**src/fcp_pkg.sv**
```systemverilog
`default_nettype none
package fcp_pkg;

  // ------------------------------------------------------------
  // bus geometry
  // ------------------------------------------------------------
  localparam int unsigned FCP_ADDR_W = 10;
  localparam int unsigned FCP_DATA_W = 32;
  localparam int unsigned FCP_PRES_W = 7;

  // ------------------------------------------------------------
  // register indices, byte address is four times the index
  // ------------------------------------------------------------
  localparam logic [7:0] FCP_IDX_CLK   = 8'h40;
  localparam logic [7:0] FCP_IDX_POL   = 8'h41;
  localparam logic [7:0] FCP_IDX_EN    = 8'h42;
  localparam logic [7:0] FCP_IDX_PRES  = 8'h43;
  localparam logic [7:0] FCP_IDX_SCAL0 = 8'h44;
  localparam logic [7:0] FCP_IDX_SCNT0 = 8'h45;
  localparam logic [7:0] FCP_IDX_SCAL1 = 8'h46;
  localparam logic [7:0] FCP_IDX_SCNT1 = 8'h47;
  localparam logic [7:0] FCP_IDX_CNT   = 8'h48;
  localparam logic [7:0] FCP_IDX_PER   = 8'h4c;
  localparam logic [7:0] FCP_IDX_DTY   = 8'h50;
  localparam logic [7:0] FCP_IDX_CTL   = 8'h54;
  localparam logic [7:0] FCP_IDX_TST   = 8'h55;
  localparam logic [7:0] FCP_IDX_PDATA = 8'h56;
  localparam logic [7:0] FCP_IDX_DDR   = 8'h57;
  localparam logic [7:0] FCP_IDX_LAST  = 8'h57;

  // ------------------------------------------------------------
  // field positions and reset values
  // ------------------------------------------------------------
  localparam int unsigned FCP_CLK_JOIN_UPPER = 7;
  localparam int unsigned FCP_CLK_JOIN_LOWER = 6;
  localparam int unsigned FCP_CLK_A_LSB      = 3;
  localparam int unsigned FCP_CLK_B_LSB      = 0;
  localparam int unsigned FCP_POL_SEL_LSB    = 4;
  localparam int unsigned FCP_POL_POL_LSB    = 0;
  localparam int unsigned FCP_CTL_CENTER     = 3;
  localparam int unsigned FCP_TST_DISCR      = 5;
  localparam int unsigned FCP_TST_DISCP      = 4;
  localparam int unsigned FCP_TST_SCALE_LOAD_INHIBIT     = 3;
  localparam logic [7:0]  FCP_TST_MASK       = 8'h38;
  localparam logic [7:0]  FCP_CTL_MASK       = 8'h08;
  localparam logic [7:0]  FCP_EN_MASK        = 8'h0f;
  localparam logic [7:0]  FCP_RST_BYTE       = 8'h00;

  // per-pair configuration carried into the channel pair
  typedef struct packed {
    logic       concat;
    logic       center;
    logic [1:0] pol;
    logic       discr;
    logic       discp;
  } fcp_pair_cfg_t;

endpackage
`default_nettype wire

```
**src/fcp_pair.sv**
```systemverilog
`default_nettype none
module fcp_pair
  import fcp_pkg::*;
(
  input  wire logic          clk,
  input  wire logic          sys_rst,
  input  wire fcp_pair_cfg_t cfg,
  input  wire logic [1:0]    tick,
  input  wire logic [1:0]    on,
  input  wire logic [1:0]    per_wr,
  input  wire logic [1:0]    dty_wr,
  input  wire logic [1:0]    cnt_wr,
  input  wire logic [7:0]    wdata,
  output logic      [15:0]   cnt_q,
  output logic      [15:0]   per_q,
  output logic      [15:0]   dty_q,
  output logic      [1:0]    wave_q,
  output logic      [1:0]    drive_q
);

  // lane 1 is the high byte channel, lane 0 the low byte channel
  logic [1:0][7:0]  cnt_r, per_buf_r, per_act_r, dty_buf_r, dty_act_r;
  logic [1:0]       down_r, run_r;
  logic [1:0][15:0] nxt;
  logic [1:0]       en_eff, tk, roll, dn_nxt, wav, pol_eff, cwr, ld;
  logic [15:0]      c16, p16, d16;
  logic             chg;

  // ------------------------------------------------------------
  // next count and waveform, per lane or joined
  // ------------------------------------------------------------
  always_comb begin
    c16 = '0;
    p16 = '0;
    d16 = '0;
    chg = 1'b0;
    for (int k = 0; k < 2; k++) begin
      // joined pair runs on the low channel clock, high channel enable
      en_eff[k]  = cfg.concat ? on[1] : on[k];
      tk[k]      = cfg.concat ? tick[0] : tick[k];
      pol_eff[k] = cfg.concat ? cfg.pol[1] : cfg.pol[k];
      cwr[k]     = cfg.concat ? (|cnt_wr) : cnt_wr[k];
      c16 = cfg.concat ? {cnt_r[1], cnt_r[0]} : {8'h00, cnt_r[k]};
      p16 = cfg.concat ? {per_act_r[1], per_act_r[0]} : {8'h00, per_act_r[k]};
      d16 = cfg.concat ? {dty_act_r[1], dty_act_r[0]} : {8'h00, dty_act_r[k]};
      roll[k]   = 1'b0;
      dn_nxt[k] = down_r[k];
      nxt[k]    = c16 + 16'h0001;
      if (!cfg.center) begin
        dn_nxt[k] = 1'b0;
        if (c16 >= p16 && !cfg.discp) begin
          nxt[k]  = '0;
          roll[k] = 1'b1;
        end
      end else if (!down_r[k]) begin
        if (c16 >= p16) begin
          dn_nxt[k] = 1'b1;
          nxt[k]    = (c16 == 16'h0000) ? 16'h0000 : c16 - 16'h0001;
        end
      end else if (c16 == 16'h0000) begin
        dn_nxt[k] = 1'b0;
        roll[k]   = 1'b1;
      end else begin
        nxt[k] = c16 - 16'h0001;
      end
      chg = cfg.center ? (c16 >= d16 && d16 < p16) : (c16 > d16 && d16 < p16);
      wav[k] = pol_eff[k] ^ chg;
    end
    // latch buffers on rollover or while disabled
    for (int k = 0; k < 2; k++) begin
      // joined pair follows the high lane roll, only known after the loop
      ld[k] = !en_eff[k] || cwr[k]
              || (tk[k] && run_r[k] && (cfg.concat ? roll[1] : roll[k]));
    end
  end

  // ------------------------------------------------------------
  // counters, clock gate and waveform
  // ------------------------------------------------------------
  always_ff @(posedge clk or posedge sys_rst) begin
    if (sys_rst) begin
      cnt_r  <= '0;
      down_r <= '0;
      run_r  <= '0;
      wave_q <= '0;
    end else begin
      for (int k = 0; k < 2; k++) begin
        // gate follows enable only at a clock edge
        if (tk[k]) begin
          run_r[k] <= en_eff[k];
        end
        if (cwr[k]) begin
          if (!cfg.discr) begin
            cnt_r[k]  <= '0;
            down_r[k] <= 1'b0;
          end
        end else if (tk[k] && run_r[k]) begin
          cnt_r[k]  <= cfg.concat ? nxt[1][8*k +: 8] : nxt[k][7:0];
          down_r[k] <= cfg.concat ? dn_nxt[1] : dn_nxt[k];
        end
        // waveform shows once the gated clock runs
        wave_q[k] <= run_r[k] ? (cfg.concat ? wav[1] : wav[k]) : pol_eff[k];
      end
    end
  end

  // ------------------------------------------------------------
  // double-buffered period and duty
  // ------------------------------------------------------------
  always_ff @(posedge clk or posedge sys_rst) begin
    if (sys_rst) begin
      per_buf_r <= '0;
      per_act_r <= '0;
      dty_buf_r <= '0;
      dty_act_r <= '0;
    end else begin
      for (int k = 0; k < 2; k++) begin
        if (per_wr[k]) begin
          per_buf_r[k] <= wdata;
        end
        if (dty_wr[k]) begin
          dty_buf_r[k] <= wdata;
        end
        // disabled writes reach the working latch directly
        if (ld[k]) begin
          per_act_r[k] <= per_wr[k] ? wdata : per_buf_r[k];
          dty_act_r[k] <= dty_wr[k] ? wdata : dty_buf_r[k];
        end
      end
    end
  end

  // pin ownership, low lane pin is free while joined
  always_ff @(posedge clk or posedge sys_rst) begin
    if (sys_rst) begin
      drive_q <= '0;
    end else begin
      drive_q <= {on[1], on[0] & ~cfg.concat};
    end
  end

  assign cnt_q = {cnt_r[1], cnt_r[0]};
  assign per_q = {per_buf_r[1], per_buf_r[0]};
  assign dty_q = {dty_buf_r[1], dty_buf_r[0]};

endmodule
`default_nettype wire

```
**src/fcp_top.sv**
```systemverilog
// Contract
// - four 8-bit channels, or pairs joined as 16-bit, each own counter.
// - enabled channel holds new period/duty until rollover or disable.
// - disabled channel write updates buffer and working latch together.
// - counter write clears the counter and latches pending period and duty.
// - enabled channel drives its shared pin; unused pins stay general purpose.
// - upper join: ch2 high byte, ch3 low, out on pin 2, ch3 clock.
// - lower join: ch0 high byte, ch1 low, out on pin 0, ch1 clock.
// - two 3-bit fields pick clock A and B as E over 2 to n.
// - clock select bit picks prescaled clock at 0, scaled clock at 1.
// - polarity 1 starts high then low at duty; 0 the reverse.
// - left aligned, duty counts low time at polarity 0, high at 1.
// - enable forces pin to output without touching the direction bit.
// - prescaler counter stops when all four enables are clear.
// - channel clock gated on or off only at a clock edge.
// - waveform appears when the channel clock begins its next cycle.
// - prescale counter free runs 7 bits, writable only in special mode.
// - scale write loads scale counter unless special mode load inhibit.
// - scaled clocks are clock A (S0) or B (S1) over scale plus one, then over two.
// - scale counter counts down and reloads scale value at zero.
// - center aligned counter counts up and down, turning on period match.
//
// Our own choice: the APB slave port.
`default_nettype none
module fcp_top
  import fcp_pkg::*;
(
  input  wire logic                  clk,
  input  wire logic                  sys_rst,
  input  wire logic                  psel,
  input  wire logic                  penable,
  input  wire logic                  pwrite,
  input  wire logic [FCP_ADDR_W-1:0] paddr,
  input  wire logic [FCP_DATA_W-1:0] pwdata,
  output logic                       pready,
  output logic      [FCP_DATA_W-1:0] prdata,
  output logic                       pslverr,
  input  wire logic                  special_mode_flag,
  input  wire logic [3:0]            port_in,
  output logic      [3:0]            port_out,
  output logic      [3:0]            port_oe
);

  // ------------------------------------------------------------
  // helpers
  // ------------------------------------------------------------

  // clock A/B tick: low n prescaler bits all ones
  function automatic logic fcp_clk_tick(input logic [FCP_PRES_W-1:0] pres,
                                        input logic [2:0] sel,
                                        input logic run);
    logic [FCP_PRES_W-1:0] mask;
    mask = FCP_PRES_W'((8'h01 << sel) - 8'h01);
    return run && ((pres & mask) == mask);
  endfunction

  // write strobe for one register index
  function automatic logic fcp_hit_idx(input logic [7:0] idx,
                                       input logic [7:0] want,
                                       input logic go);
    return go && (idx == want);
  endfunction

  // ------------------------------------------------------------
  // registers
  // ------------------------------------------------------------
  logic [7:0]            clk_r, pol_r, en_r, ctl_r, tst_r, pdata_r, ddr_r;
  logic [FCP_PRES_W-1:0] pres_r;
  logic [1:0][7:0]       scal_r, scnt_r;
  logic [1:0]            half_r;

  logic [7:0]            idx;
  logic                  hit, acc, wr_en;
  logic [7:0]            wd, rd_val;
  logic                  run_any, tick_a, tick_b;
  logic [1:0]            s_tick;
  logic [3:0]            ch_tick, cnt_wr_c, per_wr_c, dty_wr_c;
  logic [1:0][15:0]      cnt_q, per_q, dty_q;
  logic [1:0][1:0]       wave_q, drive_q;
  logic [3:0]            ch_wave, ch_drive;
  fcp_pair_cfg_t         cfg_lo, cfg_hi;

  // ------------------------------------------------------------
  // APB decode
  // ------------------------------------------------------------
  assign idx   = paddr[9:2];
  assign hit   = (paddr[1:0] == 2'b00) && (idx >= FCP_IDX_CLK) && (idx <= FCP_IDX_LAST);
  assign acc   = psel && penable && pready;
  // write lands at the single access edge
  assign wr_en = acc && pwrite && hit;
  assign wd    = pwdata[7:0];

  // one wait-free access phase per transfer
  always_ff @(posedge clk or posedge sys_rst) begin
    if (sys_rst) begin
      pready  <= 1'b0;
      pslverr <= 1'b0;
      prdata  <= '0;
    end else if (psel && !penable && !pready) begin
      pready  <= 1'b1;
      pslverr <= !hit;
      prdata  <= {24'h000000, (hit && !pwrite) ? rd_val : 8'h00};
    end else begin
      pready  <= 1'b0;
      pslverr <= 1'b0;
    end
  end

  // read mux, reserved bits read zero
  always_comb begin
    rd_val = 8'h00;
    case (idx)
      FCP_IDX_CLK:   rd_val = clk_r;
      FCP_IDX_POL:   rd_val = pol_r;
      FCP_IDX_EN:    rd_val = en_r;
      FCP_IDX_PRES:  rd_val = {1'b0, pres_r};
      FCP_IDX_SCAL0: rd_val = scal_r[0];
      FCP_IDX_SCNT0: rd_val = scnt_r[0];
      FCP_IDX_SCAL1: rd_val = scal_r[1];
      FCP_IDX_SCNT1: rd_val = scnt_r[1];
      FCP_IDX_CTL:   rd_val = ctl_r;
      FCP_IDX_TST:   rd_val = tst_r;
      // input pins read the pin level, outputs read the latch
      FCP_IDX_PDATA: rd_val = {4'h0, (ddr_r[3:0] & pdata_r[3:0]) | (~ddr_r[3:0] & port_in)};
      FCP_IDX_DDR:   rd_val = ddr_r;
      default: begin
        if (idx >= FCP_IDX_CNT && idx < FCP_IDX_PER) begin
          rd_val = idx[1] ? cnt_q[1][{~idx[0], 3'b000} +: 8]
                          : cnt_q[0][{~idx[0], 3'b000} +: 8];
        end else if (idx >= FCP_IDX_PER && idx < FCP_IDX_DTY) begin
          rd_val = idx[1] ? per_q[1][{~idx[0], 3'b000} +: 8]
                          : per_q[0][{~idx[0], 3'b000} +: 8];
        end else if (idx >= FCP_IDX_DTY && idx < FCP_IDX_CTL) begin
          rd_val = idx[1] ? dty_q[1][{~idx[0], 3'b000} +: 8]
                          : dty_q[0][{~idx[0], 3'b000} +: 8];
        end
      end
    endcase
  end

  // ------------------------------------------------------------
  // control registers
  // ------------------------------------------------------------
  always_ff @(posedge clk or posedge sys_rst) begin
    if (sys_rst) begin
      clk_r   <= FCP_RST_BYTE;
      pol_r   <= FCP_RST_BYTE;
      en_r    <= FCP_RST_BYTE;
      ctl_r   <= FCP_RST_BYTE;
      pdata_r <= FCP_RST_BYTE;
      ddr_r   <= FCP_RST_BYTE;
    end else begin
      if (fcp_hit_idx(idx, FCP_IDX_CLK, wr_en)) begin
        clk_r <= wd;
      end
      if (fcp_hit_idx(idx, FCP_IDX_POL, wr_en)) begin
        pol_r <= wd;
      end
      if (fcp_hit_idx(idx, FCP_IDX_EN, wr_en)) begin
        en_r <= wd & FCP_EN_MASK;
      end
      if (fcp_hit_idx(idx, FCP_IDX_CTL, wr_en)) begin
        ctl_r <= wd & FCP_CTL_MASK;
      end
      if (fcp_hit_idx(idx, FCP_IDX_PDATA, wr_en)) begin
        pdata_r <= wd & FCP_EN_MASK;
      end
      if (fcp_hit_idx(idx, FCP_IDX_DDR, wr_en)) begin
        ddr_r <= wd & FCP_EN_MASK;
      end
    end
  end

  // test bits exist only in special mode
  always_ff @(posedge clk or posedge sys_rst) begin
    if (sys_rst) begin
      tst_r <= FCP_RST_BYTE;
    end else if (!special_mode_flag) begin
      tst_r <= FCP_RST_BYTE;
    end else if (fcp_hit_idx(idx, FCP_IDX_TST, wr_en)) begin
      tst_r <= wd & FCP_TST_MASK;
    end
  end

  // ------------------------------------------------------------
  // prescaler and clocks A, B
  // ------------------------------------------------------------
  // prescaler idles with every channel off
  assign run_any = |en_r[3:0];

  always_ff @(posedge clk or posedge sys_rst) begin
    if (sys_rst) begin
      pres_r <= '0;
    end else if (special_mode_flag && fcp_hit_idx(idx, FCP_IDX_PRES, wr_en)) begin
      pres_r <= wd[FCP_PRES_W-1:0];
    end else if (run_any) begin
      pres_r <= pres_r + 7'h01;
    end
  end

  assign tick_a = fcp_clk_tick(pres_r, clk_r[FCP_CLK_A_LSB +: 3], run_any);
  assign tick_b = fcp_clk_tick(pres_r, clk_r[FCP_CLK_B_LSB +: 3], run_any);

  // ------------------------------------------------------------
  // scale counters, S0 from clock A, S1 from clock B
  // ------------------------------------------------------------
  always_ff @(posedge clk or posedge sys_rst) begin
    if (sys_rst) begin
      scal_r <= '0;
      scnt_r <= '0;
      half_r <= '0;
    end else begin
      for (int s = 0; s < 2; s++) begin
        if (fcp_hit_idx(idx, s[0] ? FCP_IDX_SCAL1 : FCP_IDX_SCAL0, wr_en)) begin
          scal_r[s] <= wd;
        end
        if (fcp_hit_idx(idx, s[0] ? FCP_IDX_SCAL1 : FCP_IDX_SCAL0, wr_en)
            && !(special_mode_flag && tst_r[FCP_TST_SCALE_LOAD_INHIBIT])) begin
          scnt_r[s] <= wd;
        end else if (s[0] ? tick_b : tick_a) begin
          if (scnt_r[s] == 8'h00) begin
            scnt_r[s] <= scal_r[s];
            half_r[s] <= ~half_r[s];
          end else begin
            scnt_r[s] <= scnt_r[s] - 8'h01;
          end
        end
      end
    end
  end

  // every second reload gives one scaled tick
  assign s_tick[0] = tick_a && (scnt_r[0] == 8'h00) && half_r[0];
  assign s_tick[1] = tick_b && (scnt_r[1] == 8'h00) && half_r[1];

  // ------------------------------------------------------------
  // channel clocks and write strobes
  // ------------------------------------------------------------
  always_comb begin
    for (int c = 0; c < 4; c++) begin
      // prescaled or scaled clock per channel
      if (c < 2) begin
        ch_tick[c] = pol_r[FCP_POL_SEL_LSB + c] ? s_tick[0] : tick_a;
      end else begin
        ch_tick[c] = pol_r[FCP_POL_SEL_LSB + c] ? s_tick[1] : tick_b;
      end
      cnt_wr_c[c] = fcp_hit_idx(idx, FCP_IDX_CNT + 8'(c), wr_en);
      per_wr_c[c] = fcp_hit_idx(idx, FCP_IDX_PER + 8'(c), wr_en);
      dty_wr_c[c] = fcp_hit_idx(idx, FCP_IDX_DTY + 8'(c), wr_en);
    end
  end

  // lower pair joins ch0 high and ch1 low
  assign cfg_lo = '{concat: clk_r[FCP_CLK_JOIN_LOWER],
                    center: ctl_r[FCP_CTL_CENTER],
                    pol:    {pol_r[FCP_POL_POL_LSB], pol_r[FCP_POL_POL_LSB + 1]},
                    discr:  tst_r[FCP_TST_DISCR],
                    discp:  tst_r[FCP_TST_DISCP]};
  // upper pair joins ch2 high and ch3 low
  assign cfg_hi = '{concat: clk_r[FCP_CLK_JOIN_UPPER],
                    center: ctl_r[FCP_CTL_CENTER],
                    pol:    {pol_r[FCP_POL_POL_LSB + 2], pol_r[FCP_POL_POL_LSB + 3]},
                    discr:  tst_r[FCP_TST_DISCR],
                    discp:  tst_r[FCP_TST_DISCP]};

  // ------------------------------------------------------------
  // channel pairs, lane 1 is the even channel
  // ------------------------------------------------------------
  fcp_pair u_pair_lo (
    .clk     (clk),
    .sys_rst (sys_rst),
    .cfg     (cfg_lo),
    .tick    ({ch_tick[0], ch_tick[1]}),
    .on      ({en_r[0], en_r[1]}),
    .per_wr  ({per_wr_c[0], per_wr_c[1]}),
    .dty_wr  ({dty_wr_c[0], dty_wr_c[1]}),
    .cnt_wr  ({cnt_wr_c[0], cnt_wr_c[1]}),
    .wdata   (wd),
    .cnt_q   (cnt_q[0]),
    .per_q   (per_q[0]),
    .dty_q   (dty_q[0]),
    .wave_q  (wave_q[0]),
    .drive_q (drive_q[0])
  );

  fcp_pair u_pair_hi (
    .clk     (clk),
    .sys_rst (sys_rst),
    .cfg     (cfg_hi),
    .tick    ({ch_tick[2], ch_tick[3]}),
    .on      ({en_r[2], en_r[3]}),
    .per_wr  ({per_wr_c[2], per_wr_c[3]}),
    .dty_wr  ({dty_wr_c[2], dty_wr_c[3]}),
    .cnt_wr  ({cnt_wr_c[2], cnt_wr_c[3]}),
    .wdata   (wd),
    .cnt_q   (cnt_q[1]),
    .per_q   (per_q[1]),
    .dty_q   (dty_q[1]),
    .wave_q  (wave_q[1]),
    .drive_q (drive_q[1])
  );

  assign ch_wave  = {wave_q[1][0], wave_q[1][1], wave_q[0][0], wave_q[0][1]};
  assign ch_drive = {drive_q[1][0], drive_q[1][1], drive_q[0][0], drive_q[0][1]};

  // ------------------------------------------------------------
  // shared port pins
  // ------------------------------------------------------------
  always_ff @(posedge clk or posedge sys_rst) begin
    if (sys_rst) begin
      port_out <= '0;
      port_oe  <= '0;
    end else begin
      // channel output overrides the port latch
      port_out <= (ch_drive & ch_wave) | (~ch_drive & pdata_r[3:0]);
      port_oe  <= ch_drive | ddr_r[3:0];
    end
  end

endmodule
`default_nettype wire

```
**config.mk**
```make
export PLATFORM = sky130hd
export DESIGN_NAME = fcp_top
export DESIGN_NICKNAME = d
export VERILOG_FILES = /design/src/fcp_pkg.sv /design/src/fcp_pair.sv /design/src/fcp_top.sv
export SDC_FILE = /design/constraint.sdc
export NUM_CORES = 1
export LEC_CHECK = 0
export BUFFER_PORTS_ARGS = -buffer_cell sky130_fd_sc_hd__buf_2
export CAP_MARGIN = 20
export CORE_UTILIZATION = 60
export DETAILED_ROUTE_END_ITERATION = 16
export PLACE_DENSITY_LB_ADDON = 0.05
export SLEW_MARGIN = 10
export SYNTH_ARGS = -nofsm -noshare
export SYNTH_HDL_FRONTEND = slang
export SYNTH_HIERARCHICAL = 1
export SYNTH_SLANG_ARGS = --single-unit
```
**constraint.sdc**
```tcl
create_clock -name clk -period 6.14 [get_ports clk]
set_clock_uncertainty 0.05 [all_clocks]
set_input_delay 0.307 -clock clk [delete_from_list [all_inputs] [get_ports clk]]
set_output_delay 0.307 -clock clk [all_outputs]
set_load 0.01 [all_outputs]
```
# After elaboration in Yosys (flattened, before gate mapping)
# Index checks and enable logic that the tools add are counted.
# totals
in_bits	52
ff_bits	272
# op_classes
eq_ne	31
order_cmp	24
reduce_logical	105
n_bitwise	24
muxes	146
addsub	13
n_shift	8
# ops
cell	n
$mux 16	24
$mux 8	48
$eq 8x7->1 const B	24
$ge 16x16->1	8
$pmux 8 s12	1
$shiftx 16x5->8	6
$mux 1	71
$gt 16x16->1	4
$logic_and 1x1->1	64
$logic_not 16->1	4
$lt 16x16->1	4
$add 16x1->16 const B	2
$ge 8x7->1 const B	4
$sub 16x1->16 const B	2
$sub 8x1->8 const B	4
$lt 8x7->1 const B	3
$add 8x1->8 const B	2
$and 4x4->4	4
$logic_not 8->1	2
$and 7x7->7	2
$eq 7x7->1	2
$mux 7	2
$reduce_bool 2->1	7
$shl 1x3->7 const A	2
other kinds (17)	55

# Logic depth before layout (Yosys ltp)
# logic_depth
ltp_word	12
depth_mapped	19
depth_no_buf	16

# By module
# The synthesis kept the hierarchy.
# by_module_without_submodules
module	seq_area_each_um2	cells_per_inst	n_inst	area_each_um2
fcp_pair at u_pair_hi	2202.1	839	1	7493.4
fcp_pair at u_pair_lo	2202.1	795	1	7299.5
fcp_top	2277.2	683	1	6452.4

# Worst setup path after synthesis
# Ideal clock, no wire load.
# synth_timing
kind	reg2reg
start	register clk_r[7]
end	register u_pair_hi/dty_act_r[10] (netlist name)
setup_slack_ps	1441
setup_time_ps	128
t_arrival_ps	4522
path_stages_with_launch	18
required_time_ps	5962
path_cell_list	dfrtp_1 -> clkbuf_1 -> clkbuf_1 -> clkbuf_1 -> clkbuf_1 -> buf_2 -> buf_2 -> mux2i_1 -> ha_1 -> nand2b_1 -> a211oi_1 -> o21bai_1 -> a21oi_2 -> o21ai_1 -> a311o_1 -> buf_2 -> buf_4 -> mux2_1
# synth_via
elab_chain_cells	7
word_cells_on_any_way	15
# synth_lines
item	line	text
start: declaration	fcp_top.sv:67	logic [7:0] clk_r, pol_r, en_r, ctl_r, tst_r, pdata_r, ddr_r;
start signal: assignment	fcp_top.sv:154	clk_r <= wd;
$mux 16 (on tied branches)	fcp_pair.sv:43, fcp_pair.sv:44	
$ge 16x16->1 or $logic_not 16->1 (tied branches)	fcp_pair.sv:51, fcp_pair.sv:60	
$logic_and 1x1->1 or $mux 1 (tied branches)	fcp_pair.sv:51, fcp_pair.sv:60	
$mux 1 (on tied branches)	fcp_pair.sv:51, fcp_pair.sv:55	
$mux 1	fcp_pair.sv:49	if (!cfg.center) begin
$logic_and 1x1->1	fcp_pair.sv:73	|| (tk[k] && run_r[k] && (cfg.concat ? roll[1] : roll[k]));
$logic_or 1x1->1 (*)	fcp_pair.sv:73	
end signal: indexed assignment	fcp_pair.sv:127	dty_act_r[k] <= dty_wr[k] ? wdata : dty_buf_r[k];
end: declaration	fcp_pair.sv:22	logic [1:0][7:0] cnt_r, per_buf_r, per_act_r, dty_buf_r, dty_act_r;
# Every way passes the cells marked *; elsewhere a longest branch is shown, timed or not.
# A chain may end at the register's enable or synchronous reset.

# Worst setup path in the final report
# layout_timing
start	register clk_r[6]
end	register u_pair_lo/per_act_r[3] (netlist name)
# layout_via
elab_chain_cells	8
word_cells_on_any_way	25
# layout_lines
item	line	text
$mux 16 (on tied branches)	fcp_pair.sv:43, fcp_pair.sv:44	
$ge 16x16->1 or $logic_not 16->1 (tied branches)	fcp_pair.sv:51, fcp_pair.sv:60	
$logic_and 1x1->1 or $mux 1 (tied branches)	fcp_pair.sv:51, fcp_pair.sv:60	
$mux 1 (on tied branches)	fcp_pair.sv:51, fcp_pair.sv:55	
$mux 1	fcp_pair.sv:49	
$mux 1	fcp_pair.sv:73	
$logic_and 1x1->1	fcp_pair.sv:73	
$logic_or 1x1->1 (*)	fcp_pair.sv:73	
end signal: indexed assignment	fcp_pair.sv:126	per_act_r[k] <= per_wr[k] ? wdata : per_buf_r[k];
end: declaration	fcp_pair.sv:22	
# Marked as above.

==> flow_metrics.env <==
export IMPL_async_flop_share_pct=100
export IMPL_crit_path_start_kind="flip-flop"
export IMPL_worstPathCellList="nand2_1 -> inv_1 -> ha_1 -> a21oi_1 -> o21ai_0 -> a21oi_1 -> o21ai_0 -> nand2b_1 -> o21ai_1 -> a21oi_4 -> mux2_2"
export IMPL_power_static_leakage_uw=0.0103
export IMPL_layout_nets=2512
export IMPL_wirelength_um=69900
export IMPL_slew_violations=0
export IMPL_critical_path_required_ns=6.54
export IMPL_cts_max_level=1
export IMPL_final_cells=2781
export IMPL_worst_slack_ns=1.40
export IMPL_synth_area_per_cell_sq_um=9.17
export IMPL_ant_nets=0
export IMPL_report_final_hold_viol_count=0
export IMPL_cts_resized=0
export IMPL_ir_drop_mv=0.245
export IMPL_crit_type="reg -> reg"
export IMPL_dr_total_vias=19100
export IMPL_cts_root_buf="clkbuf_16"
export IMPL_grt_overflow=0
export IMPL_die_y_um=190
export IMPL_drive_gt1_share_pct=15.2
export IMPL_mappedNetlistArea_sq_um=21200
export IMPL_fmaxAchievable_mhz=211
export IMPL_dr_pass1_iters=7
export IMPL_dp_cells=2720
export IMPL_finalCritPeriodShare_pct=77.2
export IMPL_synth_seq_area_share_pct=31.4
export IMPL_synth_xor_area_share_pct=3.30
export IMPL_remaining_drc_errors=0
export IMPL_die_w_um=190
export IMPL_clk_pin_slew_ns=0.06
export IMPL_synth_seq_cells=267
export IMPL_syn_inst=2317
export IMPL_wl_per_cell_um=25.1
export IMPL_cp_slowest_cell="dfrtp_4"
export IMPL_synth_area_leaders="dfrtp_1 31%, ha_1 9.2%, mux2_2 6.7%"
export IMPL_yosysWarnings=6
export IMPL_grt_use_total_pct=38.7
export IMPL_hold_path_class="in -> reg"
export IMPL_worstPathMaxFanout=78
export IMPL_dpl_hpwl_um=52100
export IMPL_clk_latency_ns=0.59
export IMPL_synth_cell_types=104
export IMPL_synth_top_area_share_pct=31.4
export IMPL_initialDrtViolationCount=2503
export IMPL_synthSimpleGateAreaFrac_pct=17.8
export IMPL_synth_compound_area_share_pct=17.2
export IMPL_via_per_inst=6.85
export IMPL_gp_congestion=0.965
export IMPL_p_per_area_nw_per_um2=172
export IMPL_synth_most_common_cell="dfrtp_1"
export IMPL_whs_ns=0.119
export IMPL_grt_max_degree=79
export IMPL_cts_buffers=30
export IMPL_area_delta_synth_final_pct=7.03
export IMPL_antenna_cells=0
export IMPL_synth_edf_count=0
export IMPL_setup_violations=0
export IMPL_endpoint_kind="flip-flop"
export IMPL_period_needed_ns=4.74
export IMPL_yosysTopAreaCell="dfrtp_1"
export IMPL_start_util_pct=61.2
export IMPL_synth_area_mux_share_pct=15.1
export IMPL_synth_top_family_by_area="simple AND/OR/NAND/NOR gates"
export IMPL_core_sq_um=34700
export IMPL_tightestPinTransition_ns=1.09
export IMPL_cts_sinks=267
export IMPL_ys_flop_type="dfrtp_1"
export IMPL_place_ws_ns=1.60
export IMPL_crit_arrival_ns=5.14
export IMPL_fin_setup_tns_ns=0
export IMPL_synthTopCellsByCount="267 x dfrtp_1, 218 x nand2_1, 157 x ha_1"
export IMPL_grt_pass1_vias=18200
export IMPL_status="completed"
export IMPL_io_pins=94
export IMPL_num_rows=68
export IMPL_slew_headroom_pct=27.2
export IMPL_antenna_found_initial=2
export IMPL_rsz0062_at_grt="no"
export IMPL_die_area_sq_um=36200
export IMPL_cts_tree="yes"
export IMPL_grt_pass1_wl_um=107000
export IMPL_io_buffers=45
export IMPL_synthAdderAreaFrac_pct=9.25
export IMPL_max_cap_viol_count=0
export IMPL_cts_path_max_buffers=3
export IMPL_cp_slowest_stage_delay_ns=1.00
## power by group
group	internal, uW	leakage (uW)	switching (uW)
registers	1760	0.00358	3.09
logic	39.0	0.00614	129
clock network	1190	0.000533	777
total	2990	0.0103	909
## final cells by class
type                            instances  area (sq um)
Clock inverter                         16           223
Fill cell                            2884         12000
Multi-Input combinational cell       1790         13400
Timing Repair Buffer                   84           515
Tap cell                              455           569
Inverter                              130           493
Sequential cell                       267          6690
Clock buffer                           39           856
## worst paths after layout
check,startpoint,end,slack [ns],depth (start not counted)
worst min register to register,half_r[1],half_r[1],0.43,1
worst min-delay path,pwdata[7],scnt_r[7],0.12,3
worst max register to register,clk_r[6],u_pair_lo/per_act_r[3],1.40,11
max in group asynchronous,sys_rst,clk_r[7],4.50,4
worst max-delay path,clk_r[6],u_pair_lo/per_act_r[3],1.40,11
min in group asynchronous,sys_rst,u_pair_hi/drive_q[1],0.21,3
## layer usage
metal	share of wire [%]	vias up	global-route usage, %
met2	45	1047	60.6
met1	42	9328	53.4
met3	9.6	193	6.73
li1	-	8483	-
met4	4.1	2	14.5
met5	0.026	-	0
## sequential cells by signal (all words and copies together) (netlist names), 7 cells and up
register and flops:
clk_r 8, u_pair_lo/per_act_r 16, u_pair_hi/dty_act_r 16, u_pair_hi/per_act_r 16, u_pair_lo/cnt_q 16, u_pair_lo/dty_act_r 16, pol_r 8, scnt_r 16
pres_r 7, u_pair_lo/dty_q 16, u_pair_hi/per_q 16, u_pair_lo/per_q 16, u_pair_hi/dty_q 16, prdata 8, u_pair_hi/cnt_q 16, scal_r 16
## cells in the final DEF, fill, tap and decap left out, types with 17 or more instances in the layout
cell type | synthesis | layout
nor2_1 | 133 | 133
nand2b_1 | 28 | 28
a22oi_1 | 33 | 33
nor3_1 | 56 | 56
a211oi_1 | 24 | 23
mux2_2 | 127 | 127
mux4_2 | 26 | 26
clkbuf_16 | 0 | 31
inv_1 | 129 | 126
o21ai_0 | 96 | 96
nand2_1 | 218 | 218
a41oi_1 | 17 | 17
nor2b_1 | 21 | 21
buf_2 | 23 | 46
buf_4 | 26 | 34
mux2i_1 | 63 | 63
conb_1 | 1 | 24
xnor2_1 | 63 | 63
dfrtp_1 | 267 | 264
nor4_1 | 39 | 39
o211ai_1 | 24 | 24
a21oi_1 | 123 | 123
nand3_1 | 79 | 79
nand4_1 | 29 | 29
xor2_1 | 17 | 17
ha_1 | 157 | 157
and2_1 | 19 | 19
mux2_1 | 36 | 36
a21o_1 | 17 | 17
or3_1 | 21 | 21
## metrics by stage
step	total power [uW]	utilization [%]	instance area, sq um
floorplan	1910	-	21300
global placement	1960	62.3	21600
detailed placement	1960	62.3	21600
CTS	3930	65.4	22700
global route	4000	65.5	22700
finish	3900	65.5	22700
## kinds of logic after synthesis
group	after synthesis
simple gates	735
compound gates	532
buf+inv	283
flops	267
mux	262
fa+ha+maj	157
xor+xnor	80
other cells	1
## worst max-delay path: cells and delay by family (launching register included)
family | cells | cell delay [ns]
DFF | 1 | 1.00
AOI/OAI and AO/OA | 6 | 1.84
muxes | 1 | 0.41
buffers and inverters | 1 | 0.23
and+or+nand+nor | 2 | 0.74
adders and majority gates | 1 | 0.27
## repair_timing
| action | in CTS | in global routing |
|---|---|---|
| hold buffers | 2 | 0 |
| buffers inserted | 0 | 0 |
| endpoints found under the hold margin | 55 | 0 |
(Power assumes the default switching activity.)
